`config.mk`:
```
export PLATFORM = sky130hd
export DESIGN_NAME = rtcis_top
export DESIGN_NICKNAME = d
export VERILOG_FILES = /design/src/rtcis_top.v /design/src/rtcis_periodic.v
export VERILOG_INCLUDE_DIRS = /design/src /design/src/src
export SDC_FILE = /design/constraint.sdc
export NUM_CORES = 1
export LEC_CHECK = 0
export BUFFER_PORTS_ARGS = -buffer_cell sky130_fd_sc_hd__buf_2
export CAP_MARGIN = 40
export CORE_UTILIZATION = 56
export CTS_CLUSTER_SIZE = 25
export DETAILED_ROUTE_END_ITERATION = 10
export PLACE_DENSITY_LB_ADDON = 0.15
export SYNTH_ARGS = -nofsm -noshare
export SYNTH_HDL_FRONTEND = slang
export SYNTH_SLANG_ARGS = --single-unit
```
`constraint.sdc`:
```
create_clock -name clk -period 3.4 [get_ports clk]
set_clock_uncertainty 0.05 [all_clocks]
set_input_delay 0.34 -clock clk [delete_from_list [all_inputs] [get_ports clk]]
set_output_delay 0.34 -clock clk [all_outputs]
set_load 0.03 [all_outputs]
```
`src/rtcis_consts.vh`:
```
// Constants for the RTC interrupt-source block: offsets, fields, timing.
// Assumes a 100 MHz clock and a 32.768 kHz timebase tick from the RTC core.
`ifndef RTCIS_CONSTS_VH
`define RTCIS_CONSTS_VH

// ---------------------------------------------
// Register indexes (byte address = 4 * index)
// ---------------------------------------------
`define RTCIS_IDX_ALM_SEC   4'h1
`define RTCIS_IDX_ALM_MIN   4'h3
`define RTCIS_IDX_ALM_HOUR  4'h5
`define RTCIS_IDX_ALM_DATE  4'h7
`define RTCIS_IDX_INTR      4'hC
`define RTCIS_IDX_FLAGS     4'hD

// ---------------------------------------------
// Interrupts register fields
// ---------------------------------------------
`define RTCIS_INTR_RATE_LSB 0
`define RTCIS_INTR_RATE_MSB 3
`define RTCIS_INTR_POWER_FAIL_IRQ_ENABLE    4
`define RTCIS_INTR_ABE      5
`define RTCIS_INTR_PIE      6
`define RTCIS_INTR_AIE      7
`define RTCIS_INTR_RESET    8'h00

// ---------------------------------------------
// Flags register fields
// ---------------------------------------------
`define RTCIS_FLG_BVF       0
`define RTCIS_FLG_POWER_FAIL_FLAG      1
`define RTCIS_FLG_PF        2
`define RTCIS_FLG_AF        3

// ---------------------------------------------
// Alarm byte layout
// ---------------------------------------------
`define RTCIS_ALM_MASK_HI   7
`define RTCIS_ALM_MASK_LO   6
`define RTCIS_ALM_RESET     8'h00

// ---------------------------------------------
// Timing
// ---------------------------------------------
`define RTCIS_CLK_PERIOD_NS 10
`define RTCIS_ADDR_HOLD_NS  50
`define RTCIS_WPT_NS        10000
`define RTCIS_PER_CNT_W     15

`endif

```
`src/rtcis_top.v`:
```
// Interrupt sources of the RTC: periodic, alarm, power-fail; plus a battery flag that raises no interrupt.
// Assumes an Avalon-MM master, clock values and update strobe from the RTC
// core, and supply monitors that are already synchronous to clk.
`timescale 1ns/1ps
`include "rtcis_consts.vh"

module rtcis_top #(
    parameter WPT_CYCLES  = (`RTCIS_WPT_NS + `RTCIS_CLK_PERIOD_NS - 1)
                            / `RTCIS_CLK_PERIOD_NS,
    parameter HOLD_CYCLES = (`RTCIS_ADDR_HOLD_NS + `RTCIS_CLK_PERIOD_NS - 1)
                            / `RTCIS_CLK_PERIOD_NS
) (
    input  wire        clk,
    input  wire        resetn,
    input  wire        ce,
    input  wire [5:0]  address,
    input  wire        read,
    input  wire        write,
    input  wire [31:0] writedata,
    input  wire [3:0]  byteenable,
    output reg  [31:0] readdata,
    output reg         waitrequest,
    input  wire        tick_32k,
    input  wire        update_strobe,
    input  wire [7:0]  cur_seconds,
    input  wire [7:0]  cur_minutes,
    input  wire [7:0]  cur_hours,
    input  wire [7:0]  cur_date,
    input  wire        power_fail_detect,
    input  wire        backup_mode,
    input  wire        battery_ok,
    output reg         irq_n_out,
    output reg         irq_n_oe_n,
    output reg         supervisor_reset_req
);

    // ---------------------------------------------
    // Functions
    // ---------------------------------------------
    function byte_match;
        input [7:0] alarm;
        input [7:0] now;
        begin
            byte_match = (alarm[`RTCIS_ALM_MASK_HI] & alarm[`RTCIS_ALM_MASK_LO])
                       | (alarm == now);
        end
    endfunction

    function [7:0] merge_byte;
        input [7:0] old;
        input [7:0] wdata;
        input       lane;
        begin
            merge_byte = lane ? wdata : old;
        end
    endfunction

    // ---------------------------------------------
    // State
    // ---------------------------------------------
    localparam [15:0] WPT_LIMIT  = WPT_CYCLES[15:0];
    localparam [3:0]  HOLD_LIMIT = HOLD_CYCLES[3:0];

    reg [7:0]  alarm_seconds;
    reg [7:0]  alarm_minutes;
    reg [7:0]  alarm_hours;
    reg [7:0]  alarm_date;
    reg [3:0]  periodic_rate_sel;
    reg        periodic_irq_enable;
    reg        alarm_irq_enable;
    reg        alarm_in_backup_enable;
    reg        power_fail_irq_enable;
    reg        periodic_event_flag;
    reg        alarm_match_flag;
    reg        power_fail_flag;
    reg        battery_valid_flag;
    reg        battery_caught;
    reg        pfd_last;
    reg [15:0] wpt_count;
    reg        wpt_running;
    reg [3:0]  hold_count;
    reg [5:0]  hold_addr;
    reg        req_last;

    wire       period_done;
    wire [3:0] idx = address[5:2];
    wire       req = read | write;
    wire       accept = req & ~waitrequest;
    wire       flags_clear = accept & read & (idx == `RTCIS_IDX_FLAGS);
    wire       pfd_rise = power_fail_detect & ~pfd_last;

    reg [3:0]  next_hold_need;
    reg [31:0] next_readdata;
    reg        alarm_hit;
    reg        next_irq_active;

    // ---------------------------------------------
    // Periodic source
    // ---------------------------------------------
    rtcis_periodic #(
        .CNT_W (`RTCIS_PER_CNT_W)
    ) u_periodic (
        .clk         (clk),
        .resetn      (resetn),
        .ce          (ce),
        .tick_32k    (tick_32k),
        .rate_sel    (periodic_rate_sel),
        .period_done (period_done)
    );

    // ---------------------------------------------
    // Alarm compare
    // ---------------------------------------------
    always @* begin
        alarm_hit = update_strobe
                  & byte_match(alarm_seconds, cur_seconds)
                  & byte_match(alarm_minutes, cur_minutes)
                  & byte_match(alarm_hours, cur_hours)
                  & byte_match(alarm_date, cur_date);
    end

    // ---------------------------------------------
    // Interrupt output decision
    // ---------------------------------------------
    always @* begin
        if (backup_mode) begin
            next_irq_active = alarm_in_backup_enable & alarm_irq_enable
                            & alarm_match_flag;
        end else begin
            next_irq_active = (periodic_event_flag & periodic_irq_enable)
                            | (alarm_match_flag & alarm_irq_enable)
                            | (power_fail_flag & power_fail_irq_enable);
        end
    end

    // ---------------------------------------------
    // Read data mux by register index
    // ---------------------------------------------
    always @* begin
        next_readdata = 32'h0000_0000;
        case (idx)
            `RTCIS_IDX_ALM_SEC: next_readdata[7:0] = alarm_seconds;
            `RTCIS_IDX_ALM_MIN: next_readdata[7:0] = alarm_minutes;
            `RTCIS_IDX_ALM_HOUR: next_readdata[7:0] = alarm_hours;
            `RTCIS_IDX_ALM_DATE: next_readdata[7:0] = alarm_date;
            `RTCIS_IDX_INTR: begin
                next_readdata[`RTCIS_INTR_RATE_MSB:`RTCIS_INTR_RATE_LSB] = periodic_rate_sel;
                next_readdata[`RTCIS_INTR_POWER_FAIL_IRQ_ENABLE] = power_fail_irq_enable;
                next_readdata[`RTCIS_INTR_ABE]   = alarm_in_backup_enable;
                next_readdata[`RTCIS_INTR_PIE]   = periodic_irq_enable;
                next_readdata[`RTCIS_INTR_AIE]   = alarm_irq_enable;
            end
            `RTCIS_IDX_FLAGS: begin
                next_readdata[`RTCIS_FLG_BVF]  = battery_valid_flag;
                next_readdata[`RTCIS_FLG_POWER_FAIL_FLAG] = power_fail_flag;
                next_readdata[`RTCIS_FLG_PF]   = periodic_event_flag;
                next_readdata[`RTCIS_FLG_AF]   = alarm_match_flag;
            end
            default: next_readdata = 32'h0000_0000;
        endcase
    end

    // ---------------------------------------------
    // Address hold need
    // ---------------------------------------------
    always @* begin
        // A destructive flags read waits for a stable address
        if (read && idx == `RTCIS_IDX_FLAGS) begin
            next_hold_need = HOLD_LIMIT;
        end else begin
            next_hold_need = 4'h1;
        end
    end

    // ---------------------------------------------
    // Request tracking
    // ---------------------------------------------
    // Only an address that moves under an open request restarts the
    // hold count, so a fresh request on a new address costs no cycle
    always @(posedge clk) begin
        if (!resetn) begin
            req_last  <= 1'b0;
            hold_addr <= 6'h00;
        end else if (ce) begin
            req_last  <= req & ~accept;
            hold_addr <= address;
        end
    end

    // ---------------------------------------------
    // Avalon slave handshake
    // ---------------------------------------------
    always @(posedge clk) begin
        if (!resetn) begin
            waitrequest <= 1'b1;
            readdata    <= 32'h0000_0000;
            hold_count  <= 4'h0;
        end else if (ce) begin
            if (!req || accept || (req_last && address != hold_addr)) begin
                hold_count  <= 4'h0;
                waitrequest <= 1'b1;
            end else if (hold_count + 4'h1 >= next_hold_need) begin
                waitrequest <= 1'b0;
                readdata    <= next_readdata;
            end else begin
                hold_count <= hold_count + 4'h1;
            end
        end
    end

    // ---------------------------------------------
    // Register writes
    // ---------------------------------------------
    always @(posedge clk) begin
        if (!resetn) begin
            alarm_seconds          <= `RTCIS_ALM_RESET;
            alarm_minutes          <= `RTCIS_ALM_RESET;
            alarm_hours            <= `RTCIS_ALM_RESET;
            alarm_date             <= `RTCIS_ALM_RESET;
            periodic_rate_sel      <= 4'h0;
            power_fail_irq_enable  <= 1'b0;
            alarm_in_backup_enable <= 1'b0;
            periodic_irq_enable    <= 1'b0;
            alarm_irq_enable       <= 1'b0;
        end else if (ce && accept && write) begin
            case (idx)
                `RTCIS_IDX_ALM_SEC:
                    alarm_seconds <= merge_byte(alarm_seconds, writedata[7:0], byteenable[0]);
                `RTCIS_IDX_ALM_MIN:
                    alarm_minutes <= merge_byte(alarm_minutes, writedata[7:0], byteenable[0]);
                `RTCIS_IDX_ALM_HOUR:
                    alarm_hours <= merge_byte(alarm_hours, writedata[7:0], byteenable[0]);
                `RTCIS_IDX_ALM_DATE:
                    alarm_date <= merge_byte(alarm_date, writedata[7:0], byteenable[0]);
                `RTCIS_IDX_INTR: begin
                    if (byteenable[0]) begin
                        periodic_rate_sel <=
                            writedata[`RTCIS_INTR_RATE_MSB:`RTCIS_INTR_RATE_LSB];
                        power_fail_irq_enable  <= writedata[`RTCIS_INTR_POWER_FAIL_IRQ_ENABLE];
                        alarm_in_backup_enable <= writedata[`RTCIS_INTR_ABE];
                        periodic_irq_enable    <= writedata[`RTCIS_INTR_PIE];
                        alarm_irq_enable       <= writedata[`RTCIS_INTR_AIE];
                    end
                end
                default: begin
                    // Flags are read-only; unmapped writes are dropped
                end
            endcase
        end
    end

    // ---------------------------------------------
    // Event flags: a set in the clearing cycle wins
    // ---------------------------------------------
    always @(posedge clk) begin
        if (!resetn) begin
            periodic_event_flag <= 1'b0;
            alarm_match_flag    <= 1'b0;
            power_fail_flag     <= 1'b0;
        end else if (ce) begin
            if (period_done) begin
                periodic_event_flag <= 1'b1;
            end else if (flags_clear) begin
                periodic_event_flag <= 1'b0;
            end
            if (alarm_hit) begin
                alarm_match_flag <= 1'b1;
            end else if (flags_clear) begin
                alarm_match_flag <= 1'b0;
            end
            if (pfd_rise) begin
                power_fail_flag <= 1'b1;
            end else if (flags_clear) begin
                power_fail_flag <= 1'b0;
            end
        end
    end

    // ---------------------------------------------
    // Power-fail detect edge
    // ---------------------------------------------
    // Flag and reset timer react to the edge only, so a long outage
    // that a read has already serviced does not raise the flag again
    always @(posedge clk) begin
        if (!resetn) begin
            pfd_last <= 1'b0;
        end else if (ce) begin
            pfd_last <= power_fail_detect;
        end
    end

    // ---------------------------------------------
    // Battery check caught once after reset release
    // ---------------------------------------------
    always @(posedge clk) begin
        if (!resetn) begin
            battery_caught     <= 1'b0;
            battery_valid_flag <= 1'b0;
        end else if (ce && !battery_caught) begin
            battery_caught     <= 1'b1;
            battery_valid_flag <= battery_ok;
        end
    end

    // ---------------------------------------------
    // Reset request trails the power-fail warning
    // ---------------------------------------------
    always @(posedge clk) begin
        if (!resetn) begin
            wpt_count            <= 16'h0000;
            wpt_running          <= 1'b0;
            supervisor_reset_req <= 1'b0;
        end else if (ce) begin
            if (!power_fail_detect) begin
                wpt_count            <= 16'h0000;
                wpt_running          <= 1'b0;
                supervisor_reset_req <= 1'b0;
            end else if (pfd_rise) begin
                wpt_count   <= 16'h0000;
                wpt_running <= 1'b1;
            end else if (wpt_running) begin
                if (wpt_count + 16'h0001 >= WPT_LIMIT) begin
                    wpt_running          <= 1'b0;
                    supervisor_reset_req <= 1'b1;
                end else begin
                    wpt_count <= wpt_count + 16'h0001;
                end
            end
        end
    end

    // ---------------------------------------------
    // Open-drain interrupt pin, enable low drives
    // ---------------------------------------------
    always @(posedge clk) begin
        if (!resetn) begin
            irq_n_out  <= 1'b0;
            irq_n_oe_n <= 1'b1;
        end else if (ce) begin
            irq_n_out  <= 1'b0;
            irq_n_oe_n <= ~next_irq_active;
        end
    end

endmodule // rtcis_top

```
`src/rtcis_periodic.v`:
```
// Periodic event generator counting 32.768 kHz timebase ticks.
// Assumes tick_32k is a one-cycle pulse synchronous to clk.
`timescale 1ns/1ps
`include "rtcis_consts.vh"

module rtcis_periodic #(
    parameter CNT_W = `RTCIS_PER_CNT_W
) (
    input  wire       clk,
    input  wire       resetn,
    input  wire       ce,
    input  wire       tick_32k,
    input  wire [3:0] rate_sel,
    output reg        period_done
);

    reg [CNT_W-1:0] tick_count;
    reg [3:0]       last_rate;
    reg [CNT_W-1:0] next_limit;

    // ---------------------------------------------
    // Terminal count: code n gives 2^(n-1) ticks
    // ---------------------------------------------
    always @* begin
        next_limit = {CNT_W{1'b0}};
        if (rate_sel != 4'h0) begin
            next_limit = ({{(CNT_W-1){1'b0}}, 1'b1} << (rate_sel - 4'h1)) - 1'b1;
        end
    end

    always @(posedge clk) begin
        if (!resetn) begin
            tick_count  <= {CNT_W{1'b0}};
            last_rate   <= 4'h0;
            period_done <= 1'b0;
        end else if (ce) begin
            last_rate   <= rate_sel;
            period_done <= 1'b0;
            // Restart on a rate change so no stale interval fires
            if (rate_sel == 4'h0 || rate_sel != last_rate) begin
                tick_count <= {CNT_W{1'b0}};
            end else if (tick_32k) begin
                if (tick_count == next_limit) begin
                    tick_count  <= {CNT_W{1'b0}};
                    period_done <= 1'b1;
                end else begin
                    tick_count <= tick_count + 1'b1;
                end
            end
        end
    end

endmodule // rtcis_periodic

```
==> results.yml, run 1 <==
setup_path:
  r2r_cells: 12
  critPathLaunchType: "flop"
  criticalPathCategory: "flop to flop"
  worstPathRequired_ns: 3.57
  worstPathArrival_ns: 3.33
  startpoint: "periodic_rate_sel[1]"
  r2r-start: "periodic_rate_sel[1]"
  critPathCaptureType: "flop"
  critPathMaxFanout: 14
global_routing:
  antenna_found_initial: 0
  grt_start_max_net_pins: 69
  grt-ovfl-total: 0
  grtUsageTotal_pct: 26.75
  grt_pass1_wl_um: 24770
  grt_pass1_vias: 5044
cts:
  cts_inserted_buffers: 9
  htree_levels: 3
  cts_buffer_depth: 2
  post-cts-setup-buffers: 0
  root_buffer: "clkbuf_16"
  cts.sinks: 105
  worstSkewPairLatency_ns: 0.35
  clkTransAtPathRegs_ns: 0.08
  cts_tree: "built"
detailed_routing:
  num_vias: 5382
  drtIter0Drc: 371
  wl_um: 15080
  wl_per_cell_um: 16.20
  drcViolationCount: 0
  vias_per_cell: 5.781
  firstDrtPassIters: 4
  ant_nets: 0
placed_design:
  io_buffer_count: 67
  dp.final_hpwl_um: 10940
  placed_cell_area_sq_mm: 0.006685
  gp_congestion: 0.9016
pwr:
  pwr-share-comb_pct: 9.7
  p_leak_nw: 2.812
  power_switching_w: 0.0006582
  seqPwrFrac_pct: 47.3
  pwr_density_cell_mw_per_mm2: 379.2
  sw_frac_of_total_pct: 24.69
  intPower_w: 0.002007
  ir_drop_uv: 234.0
  p_clk_share_pct: 43.1
finish:
  layout-drive-gt1-share_pct: 16.18
  syn_to_final_growth_pct: 9.879
  final_cell_area_sq_mm: 0.007028
  nets: 877
  antenna_cells: 0
  fin_util_pct: 63.99
yosys:
  synth_fa_ha_area_share_pct: 1.369
  synth-compound-area-share_pct: 15.20
  synthArstFlopShare_pct: 0
  synth.mux.area_fraction_pct: 11.48
  yosys_warnings: 0
  syn_avg_cell_area_sq_um: 8.620
  yosys.area_share.simple_pct: 24.22
  syn_inst: 742
  syn-cell-area_sq_mm: 0.006396
  synthFlopType: "dfxtp_1"
  synthDistinctLibCells: 72
  synth-edff-count: 0
  synth_top_family_by_area: "simple AND/OR/NAND/NOR gates"
  synth_xor_area_share_pct: 7.942
  ys_seq_area_share_pct: 32.86
  synth_seq_cells: 105
timing:
  finalMaxSlewViolations: 0
  hold_viol: 0
  worst_pin_slew_ns: 0.8853
  fin_crit_ns: 3.156
  min_period_over_period_pct: 92.83
  tns_ns: 0
  slew_headroom_pct: 40.66
  setup_viol_count_final: 0
  fmax_ghz: 0.3168
run:
  maxCapViolCount: 0
die:
  initial_core_util_pct: 58.24
  die_width_um: 108.9
  rows: 38
  die_h_um: 108.9
  core_area_sq_mm: 0.01098
  dieArea_sq_mm: 0.01185
  io_pins: 120
worst_hold_path:
  min_path_type: "input pin to flop"
  min_from: "update_strobe"
  hold_depth: 3
status:
  status: "completed"
==> synthesized netlist by cell type, types with 13 or more instances <==
master / count / share of area [%]
a22oi_1: 19 / 2.2
o21ai_0: 29 / 2.3
mux2i_1: 61 / 9.5
nand3_1: 24 / 1.9
buf_4: 28 / 3.3
nor2_1: 29 / 1.7
dfxtp_1: 105 / 33
xnor2_1: 15 / 2.1
xor2_1: 43 / 5.9
clkbuf_1: 23 / 1.3
nand2_1: 58 / 3.4
nand2b_1: 19 / 1.9
and2_1: 19 / 1.9
a21oi_1: 14 / 1.1
inv_1: 13 / 0.76
nor4_1: 15 / 1.5
o21ai_1: 13 / 1.0
nor2b_1: 60 / 5.9
==> placed cells by master, fill, tap and decap left out, types with 4 or more instances in the layout <==
cell,count
dfxtp_1,105
buf_2,67
mux2i_1,61
nor2b_1,60
nand2_1,58
xor2_1,43
nor2_1,29
o21ai_0,29
conb_1,25
nand3_1,24
nand2b_1,19
and2_1,19
a22oi_1,19
xnor2_1,15
nor4_1,15
a21oi_1,14
inv_1,13
o21ai_1,13
nand4_1,10
nor3_1,10
buf_4,10
a31oi_1,9
mux2_2,9
clkbuf_16,9
a21boi_0,7
ha_1,7
and3_1,6
o31ai_1,6
o211a_1,5
a21o_1,4
or2_2,4
nand3b_1,4
==> worst paths after layout <==
kind	endpoint	slack, ns
worst max register to register	u_periodic.tick_count[10]	0.24
worst min-delay path	alarm_match_flag	0.22
worst min register to register	wpt_count[15]	0.43
worst max-delay path	u_periodic.tick_count[10]	0.24
==> power by group through the flow <==
stage	Sequential (W)	Combinational (W)	Clock (W)
after floorplan	0.00130	0.000179	0
after global routing	0.00126	0.000281	0.00121
after CTS	0.00126	0.000256	0.00116
final	0.00126	0.000257	0.00115
after global placement	0.00129	0.000251	0
after detailed placement	0.00129	0.000255	0
==> stage by stage <==
stage	setup WS (ns)	power [W]	hold slack (ns)	std cells
6_report	0.2436	0.002665	0.2204	931
5_1_grt	-0.01060	0.002756	0.2383	931
4_1_cts	0.1886	0.002676	0.2209	931
3_5_place_dp	0.2044	0.001544	0.4061	915
3_3_place_gp	0.3123	0.001539	0.3938	915
2_1_floorplan	0.3674	0.001482	0.3852	766
==> worst max-delay path, cell delays in order, from the launching register on <==
cell      delay [ns]
dfxtp_1         0.32
buf_4           0.18
nand2b_1        0.14
nand2b_1        0.14
ha_1            0.38
nand2_1         0.12
nand3_1         0.10
o211ai_1        0.10
or4_4           0.56
nor4_4          0.40
nand2_1         0.22
a41oi_1         0.26
a31oi_1         0.05
==> cells by family (layout without fill, tap and decap cells) <==
kind of cell / Yosys count / in the layout
fa+ha+maj: 7 / 7
simple gates: 277 / 277
xor+xnor: 58 / 58
compound gates: 141 / 141
mux: 71 / 71
flops: 105 / 105
buf+inv: 82 / 107
other cells: 1 / 25
==> sequential cells by signal (all words and copies together), names as in the netlist, 6 cells and up <==
signal and cells:
readdata 8, alarm_seconds 8, u_periodic.tick_count 15, alarm_minutes 8
alarm_hours 8, wpt_count 16, hold_addr 6, alarm_date 8
==> cell type report <==
class                           count  area [sq um]
Clock buffer                       10         239.0
Clock inverter                      6         87.58
Fill cell                         958          3955
Inverter                           14         52.55
Multi-Input combinational cell    579          3961
Sequential cell                   105          2102
Tap cell                          140         175.2
Timing Repair Buffer               77         410.4
==> per-layer routing <==
metal	GRT usage [%]	vias up	part of all wire (%)
met2	42.18	162	46
met1	37.37	2544	47
met5	0	-	0
met4	9.266	0	1.8
met3	3.527	20	5.0
li1	-	2656	-
==> repair_timing <==
action | CTS | global route
hold buffers | 0 | 0
resized for setup | 0 | 2
setup endpoints to repair | 0 | 3
(Power assumes the default switching activity.)
==> run 2, diff against run 1 <==
--- a/config.mk
+++ b/config.mk
@@ -8,9 +8,10 @@
 export LEC_CHECK = 0
 export BUFFER_PORTS_ARGS = -buffer_cell sky130_fd_sc_hd__buf_2
 export CAP_MARGIN = 40
-export CORE_UTILIZATION = 56
+export CORE_UTILIZATION = 51
 export CTS_CLUSTER_SIZE = 25
 export DETAILED_ROUTE_END_ITERATION = 10
+export HOLD_SLACK_MARGIN = 0.08
 export PLACE_DENSITY_LB_ADDON = 0.15
 export SYNTH_ARGS = -nofsm -noshare
 export SYNTH_HDL_FRONTEND = slang
==> constraint.sdc (replaced) <==
create_clock -name clk -period 2.9 [get_ports clk]
set_clock_uncertainty 0.05 [all_clocks]
set_input_delay 0.29 -clock clk [delete_from_list [all_inputs] [get_ports clk]]
set_output_delay 0.29 -clock clk [all_outputs]
set_load 0.03 [all_outputs]
==> results.yml, run 2 (synthesis gave the netlist of run 1 again) <==
cts:
  cts_buffer_depth: 2
  worstSkewPairLatency_ns: 0.36
  root_buffer: "clkbuf_16"
  htree_levels: 3
  cts_inserted_buffers: 9
  cts.sinks: 105
  cts_hold_buffers: 0
  cts_tree: "built"
  clkTransAtPathRegs_ns: 0.07
placed_design:
  gp_congestion: 0.9046
  io_buffer_count: 67
  dp_slack_ns: -0.1526
  dp.final_hpwl_um: 11110
timing:
  min_period_over_period_pct: 95.77
  hold_ws_ns: 0.1794
  slew_headroom_pct: 49.44
  fin_ws_ns: 0.1227
  fmax_ghz: 0.3601
  fin_crit_ns: 2.777
  worst_pin_slew_ns: 0.7527
  rsz0062_at_grt: "no"
  finalMaxSlewViolations: 0
  hold_viol: 0
  setup_viol_count_final: 0
detailed_routing:
  firstDrtPassIters: 5
  drtIter0Drc: 318
  drcViolationCount: 0
  vias_per_cell: 5.534
  wl_per_cell_um: 15.71
  ant_nets: 0
  wl_um: 15460
  num_vias: 5445
global_routing:
  grtUsageTotal_pct: 24.49
  grt_start_max_net_pins: 55
  grt-ovfl-total: 0
  antenna_found_initial: 0
  grt_pass1_wl_um: 25150
  grt_pass1_vias: 5176
finish:
  reg_top3: "wpt_count x16, u_periodic.tick_count x15"
  layout_commonest_cell: "dfxtp_1"
  fin_util_pct: 60.23
  largest_register_ff_count: 16
  nets: 902
  multi_input_area_sq_mm: 0.004059
  antenna_cells: 0
  layout-drive-gt1-share_pct: 20.10
  top_register: "wpt_count"
  mostFrequentLayoutCells: "dfxtp_1, buf_2, mux2i_1"
  seq_area_sq_mm: 0.002103
  nFillCells: 1125
  syn_to_final_growth_pct: 14.05
die:
  rows: 40
  io_pins: 120
  initial_core_util_pct: 52.81
  core_area_sq_mm: 0.01211
  dieArea_sq_mm: 0.01299
  die_h_um: 114.0
  die_width_um: 114.0
setup_path:
  worstPathArrival_ns: 2.96
  critPathLaunchType: "flop"
  cp_cell_sequence: "nand2b_4 > or3_4 > ha_4 > a21oi_4 > xor2_1 > or4_4 > nor4_4 > buf_4 > a21oi_4 > buf_4 > a21oi_2 > a31oi_1"
  rr_endpoint: "u_periodic.tick_count[8]"
  worstPathRequired_ns: 3.08
  r2r-start: "periodic_rate_sel[1]"
  critPathMaxFanout: 6
  r2r_cells: 12
  cp-endpoint: "u_periodic.tick_count[8]"
  slowest_delay_ns: 0.50
  slowest_stage: "or4_4"
  reg2reg_setup_slack_ns: 0.12
  criticalPathCategory: "flop to flop"
  critPathCaptureType: "flop"
  startpoint: "periodic_rate_sel[1]"
pwr:
  seqPwrFrac_pct: 50.0
  p_leak_nw: 2.908
  ir_drop_uv: 446.6
  p_clk_share_pct: 39.5
  power_switching_w: 0.0007714
  pwr_density_cell_mw_per_mm2: 405.0
  pwr-share-comb_pct: 10.5
  intPower_w: 0.002183
  sw_frac_of_total_pct: 26.11
run:
  maxCapViolCount: 0
worst_hold_path:
  min_path_type: "input pin to flop"
status:
  status: "completed"
run 2: changes by cell type in the layout (fill, tap and decap cells not counted), moves of 2 or more:
cell / before / now
clkinvlp_4: 0 / 2
clkbuf_1: 0 / 2
nor4_2: 0 / 3
nand2b_4: 0 / 2
buf_4: 10 / 33
bufinv_16: 2 / 0
nor4_1: 15 / 13
nand2b_1: 19 / 17
inv_6: 2 / 0
run 2: routing by layer:
metal	wire, um	global-route usage (%)
met1	6918	30.20
met2	7633	42.63
met3	651	5.048
met4	259	7.879
met5	0	0
run 2: through the flow:
stage / setup TNS, ns / total power [W] / instances / cell area, sq um
after floorplan: 0 / 0.001738 / 766 / 6523
after global placement: 0 / 0.001812 / 965 / 6895
after detailed placement: -0.5816 / 0.001817 / 965 / 6895
after CTS: -0.05871 / 0.002977 / 981 / 7178
after global routing: 0 / 0.003067 / 984 / 7295
final: 0 / 0.002954 / 984 / 7295
run 2: worst min-delay path by stage:
stage	from	endpoint	slack, ns	depth (start not counted)
2_1_floorplan	battery_caught	battery_caught	0.39	1
3_3_place_gp	battery_caught	battery_caught	0.40	1
3_5_place_dp	battery_caught	battery_caught	0.42	1
4_1_cts	address[1]	hold_addr[1]	0.17	3
5_1_grt	update_strobe	alarm_match_flag	0.20	3
6_report	address[1]	hold_addr[1]	0.18	3
run 2: layout make-up:
class                           count  area share [%]
Multi-Input combinational cell    580           55.64
Sequential cell                   105           28.83
Timing Repair Buffer              101           8.148
Clock buffer                       12           3.379
Tap cell                          168           2.882
Inverter                           14          0.7204
Clock inverter                      4          0.3945
run 2: critical path: cells and delay by family, from the launching register on:
kind / cells / cell delay [ns]
buf+inv: 2 / 0.34
fa+ha+maj: 1 / 0.28
xor+xnor: 1 / 0.15
simple gates: 4 / 1.23
flops: 1 / 0.32
compound gates: 4 / 0.29
run 2: power by group through the flow:
stage,clock network [W],logic [W],registers (W)
floorplan,0,0.000210,0.00153
global placement,0,0.000302,0.00151
detailed placement,0,0.000306,0.00151
CTS,0.00119,0.000307,0.00148
global route,0.00125,0.000335,0.00148
finish,0.00117,0.000309,0.00148
run 2: timing repair:
item                                   CTS  global route
setup endpoints to repair                9            18
endpoints found under the hold margin    0             0
pin swaps                                0             3
resized for setup                        1            17
buffers inserted                         0             2
gates cloned                             0             1
==> run 3, diff against run 2 <==
--- a/config.mk
+++ b/config.mk
@@ -6,7 +6,7 @@
 export SDC_FILE = /design/constraint.sdc
 export NUM_CORES = 1
 export LEC_CHECK = 0
-export BUFFER_PORTS_ARGS = -buffer_cell sky130_fd_sc_hd__buf_2
+export BUFFER_PORTS_ARGS = -buffer_cell sky130_fd_sc_hd__buf_4
 export CAP_MARGIN = 40
 export CORE_UTILIZATION = 51
 export CTS_CLUSTER_SIZE = 25
==> results.yml, run 3 (synthesis gave the netlist of run 1 again) <==
finish:
  fin_util_pct: 61.34
  layout_commonest_cell: "dfxtp_1"
  largest_register_ff_count: 16
  reg_top3: "wpt_count x16, u_periodic.tick_count x15"
  stdcell_count: 980
  top_register: "wpt_count"
  final_cell_area_sq_mm: 0.007430
  nets: 898
  layout-drive-gt1-share_pct: 20.07
  mostFrequentLayoutCells: "dfxtp_1, buf_4, mux2i_1"
  antenna_cells: 0
  syn_to_final_growth_pct: 16.16
run:
  maxCapViolCount: 0
cts:
  cts_tree: "built"
  cts.sinks: 105
  worstSkewPairLatency_ns: 0.35
  root_buffer: "clkbuf_16"
  clkTransAtPathRegs_ns: 0.07
  htree_levels: 3
  cts_hold_buffers: 0
  cts_inserted_buffers: 9
  cts_buffer_depth: 2
global_routing:
  grt-ovfl-total: 0
  grt_start_max_net_pins: 69
  antenna_found_initial: 0
  grt_pass1_vias: 5132
  grtUsageTotal_pct: 24.34
  grt_pass1_wl_um: 25040
pwr:
  pwr_density_cell_mw_per_mm2: 401.5
  power.total_w: 0.002983
  ir_drop_uv: 347.9
  p_leak_nw: 2.952
detailed_routing:
  firstDrtPassIters: 5
  drcViolationCount: 0
  num_vias: 5430
  drtIter0Drc: 260
  wl_per_cell_um: 15.60
  ant_nets: 0
  wl_um: 15290
  vias_per_cell: 5.541
timing:
  fmax_ghz: 0.3628
  rsz0062_at_grt: "yes"
  hold_viol: 0
  min_period_over_period_pct: 95.05
  finalMaxSlewViolations: 0
  slew_headroom_pct: 45.54
  worst_pin_slew_ns: 0.8107
  setup_viol_count_final: 0
  fin_ws_ns: 0.1437
  fin_crit_ns: 2.756
placed_design:
  gp_congestion: 0.9229
  dp.final_hpwl_um: 11140
  placed_cell_area_sq_mm: 0.007033
  dp_slack_ns: -0.03261
  dp_cells: 961
  io_buffer_count: 67
setup_path:
  worstPathArrival_ns: 2.95
  critPathMaxFanout: 7
  criticalPathCategory: "flop to flop"
  worstPathRequired_ns: 3.09
  critPathCaptureType: "flop"
  critPathLaunchType: "flop"
die:
  die_width_um: 114.0
  initial_core_util_pct: 52.81
  core_area_sq_mm: 0.01211
  die_h_um: 114.0
  io_pins: 120
  dieArea_sq_mm: 0.01299
  rows: 40
worst_hold_path:
  min_path_type: "input pin to flop"
status:
  status: "completed"
-- run 3: final timing paths --
path,startpoint,to,slack (ns),depth (start not counted)
worst max register to register,periodic_rate_sel[1],u_periodic.tick_count[4],0.14,13
worst min register to register,u_periodic.period_done,u_periodic.period_done,0.43,2
worst max-delay path,periodic_rate_sel[1],u_periodic.tick_count[4],0.14,13
worst min-delay path,address[1],hold_addr[1],0.16,3
-- run 3: repair_timing --
action                                  in CTS  in global routing
hold endpoints to repair                     0                  0
endpoints found under the setup margin      10                 17
cloned                                       0                  0
gates resized for setup                      2                 15
pin swaps                                    1                  6
setup buffers                                1                  2
-- run 3: power by group --
part | total, W | switching [W] | internal (W)
clock network | 0.00117 | 0.000576 | 0.000596
logic | 0.000334 | 0.000196 | 0.000138
registers | 0.00148 | 0.0000147 | 0.00146
-- run 3: layer usage --
| layer | GRT usage, % | wire (um) |
|---|---|---|
| met1 | 30.77 | 6738 |
| met5 | 0 | 0 |
| met2 | 41.01 | 7570 |
| met3 | 5.632 | 689 |
| met4 | 7.706 | 289 |
-- run 3: per-stage QoR --
step                      hold slack [ns]  setup TNS [ns]
final                              0.1646               0
after global routing               0.1537        -0.07611
after CTS                          0.1521               0
after detailed placement           0.4138         -0.1455
after global placement             0.3955               0
after floorplan                    0.3852               0
-- run 3: final cells by class --
cell class	instances	area, sq um
flip-flops and latches	105	2103
inverters	14	52.55
well taps	168	210.2
fillers	1083	4682
multi-input cells	579	4048
clock buffers	10	229.0
repair buffers	98	737.0
clock inverters	6	50.05
-- run 3: worst max-delay path, cell delays in order, from the launching register on --
cell and delay (ns):
dfxtp_2 0.33, nand2b_1 0.15, or3_4 0.34, ha_4 0.20
clkbuf_2 0.14, nor2b_1 0.13, o21ai_1 0.19, nand3_1 0.13
o2bb2ai_2 0.16, nor4_4 0.34, a21oi_2 0.11, buf_6 0.15
a21oi_1 0.14, o2bb2ai_1 0.08
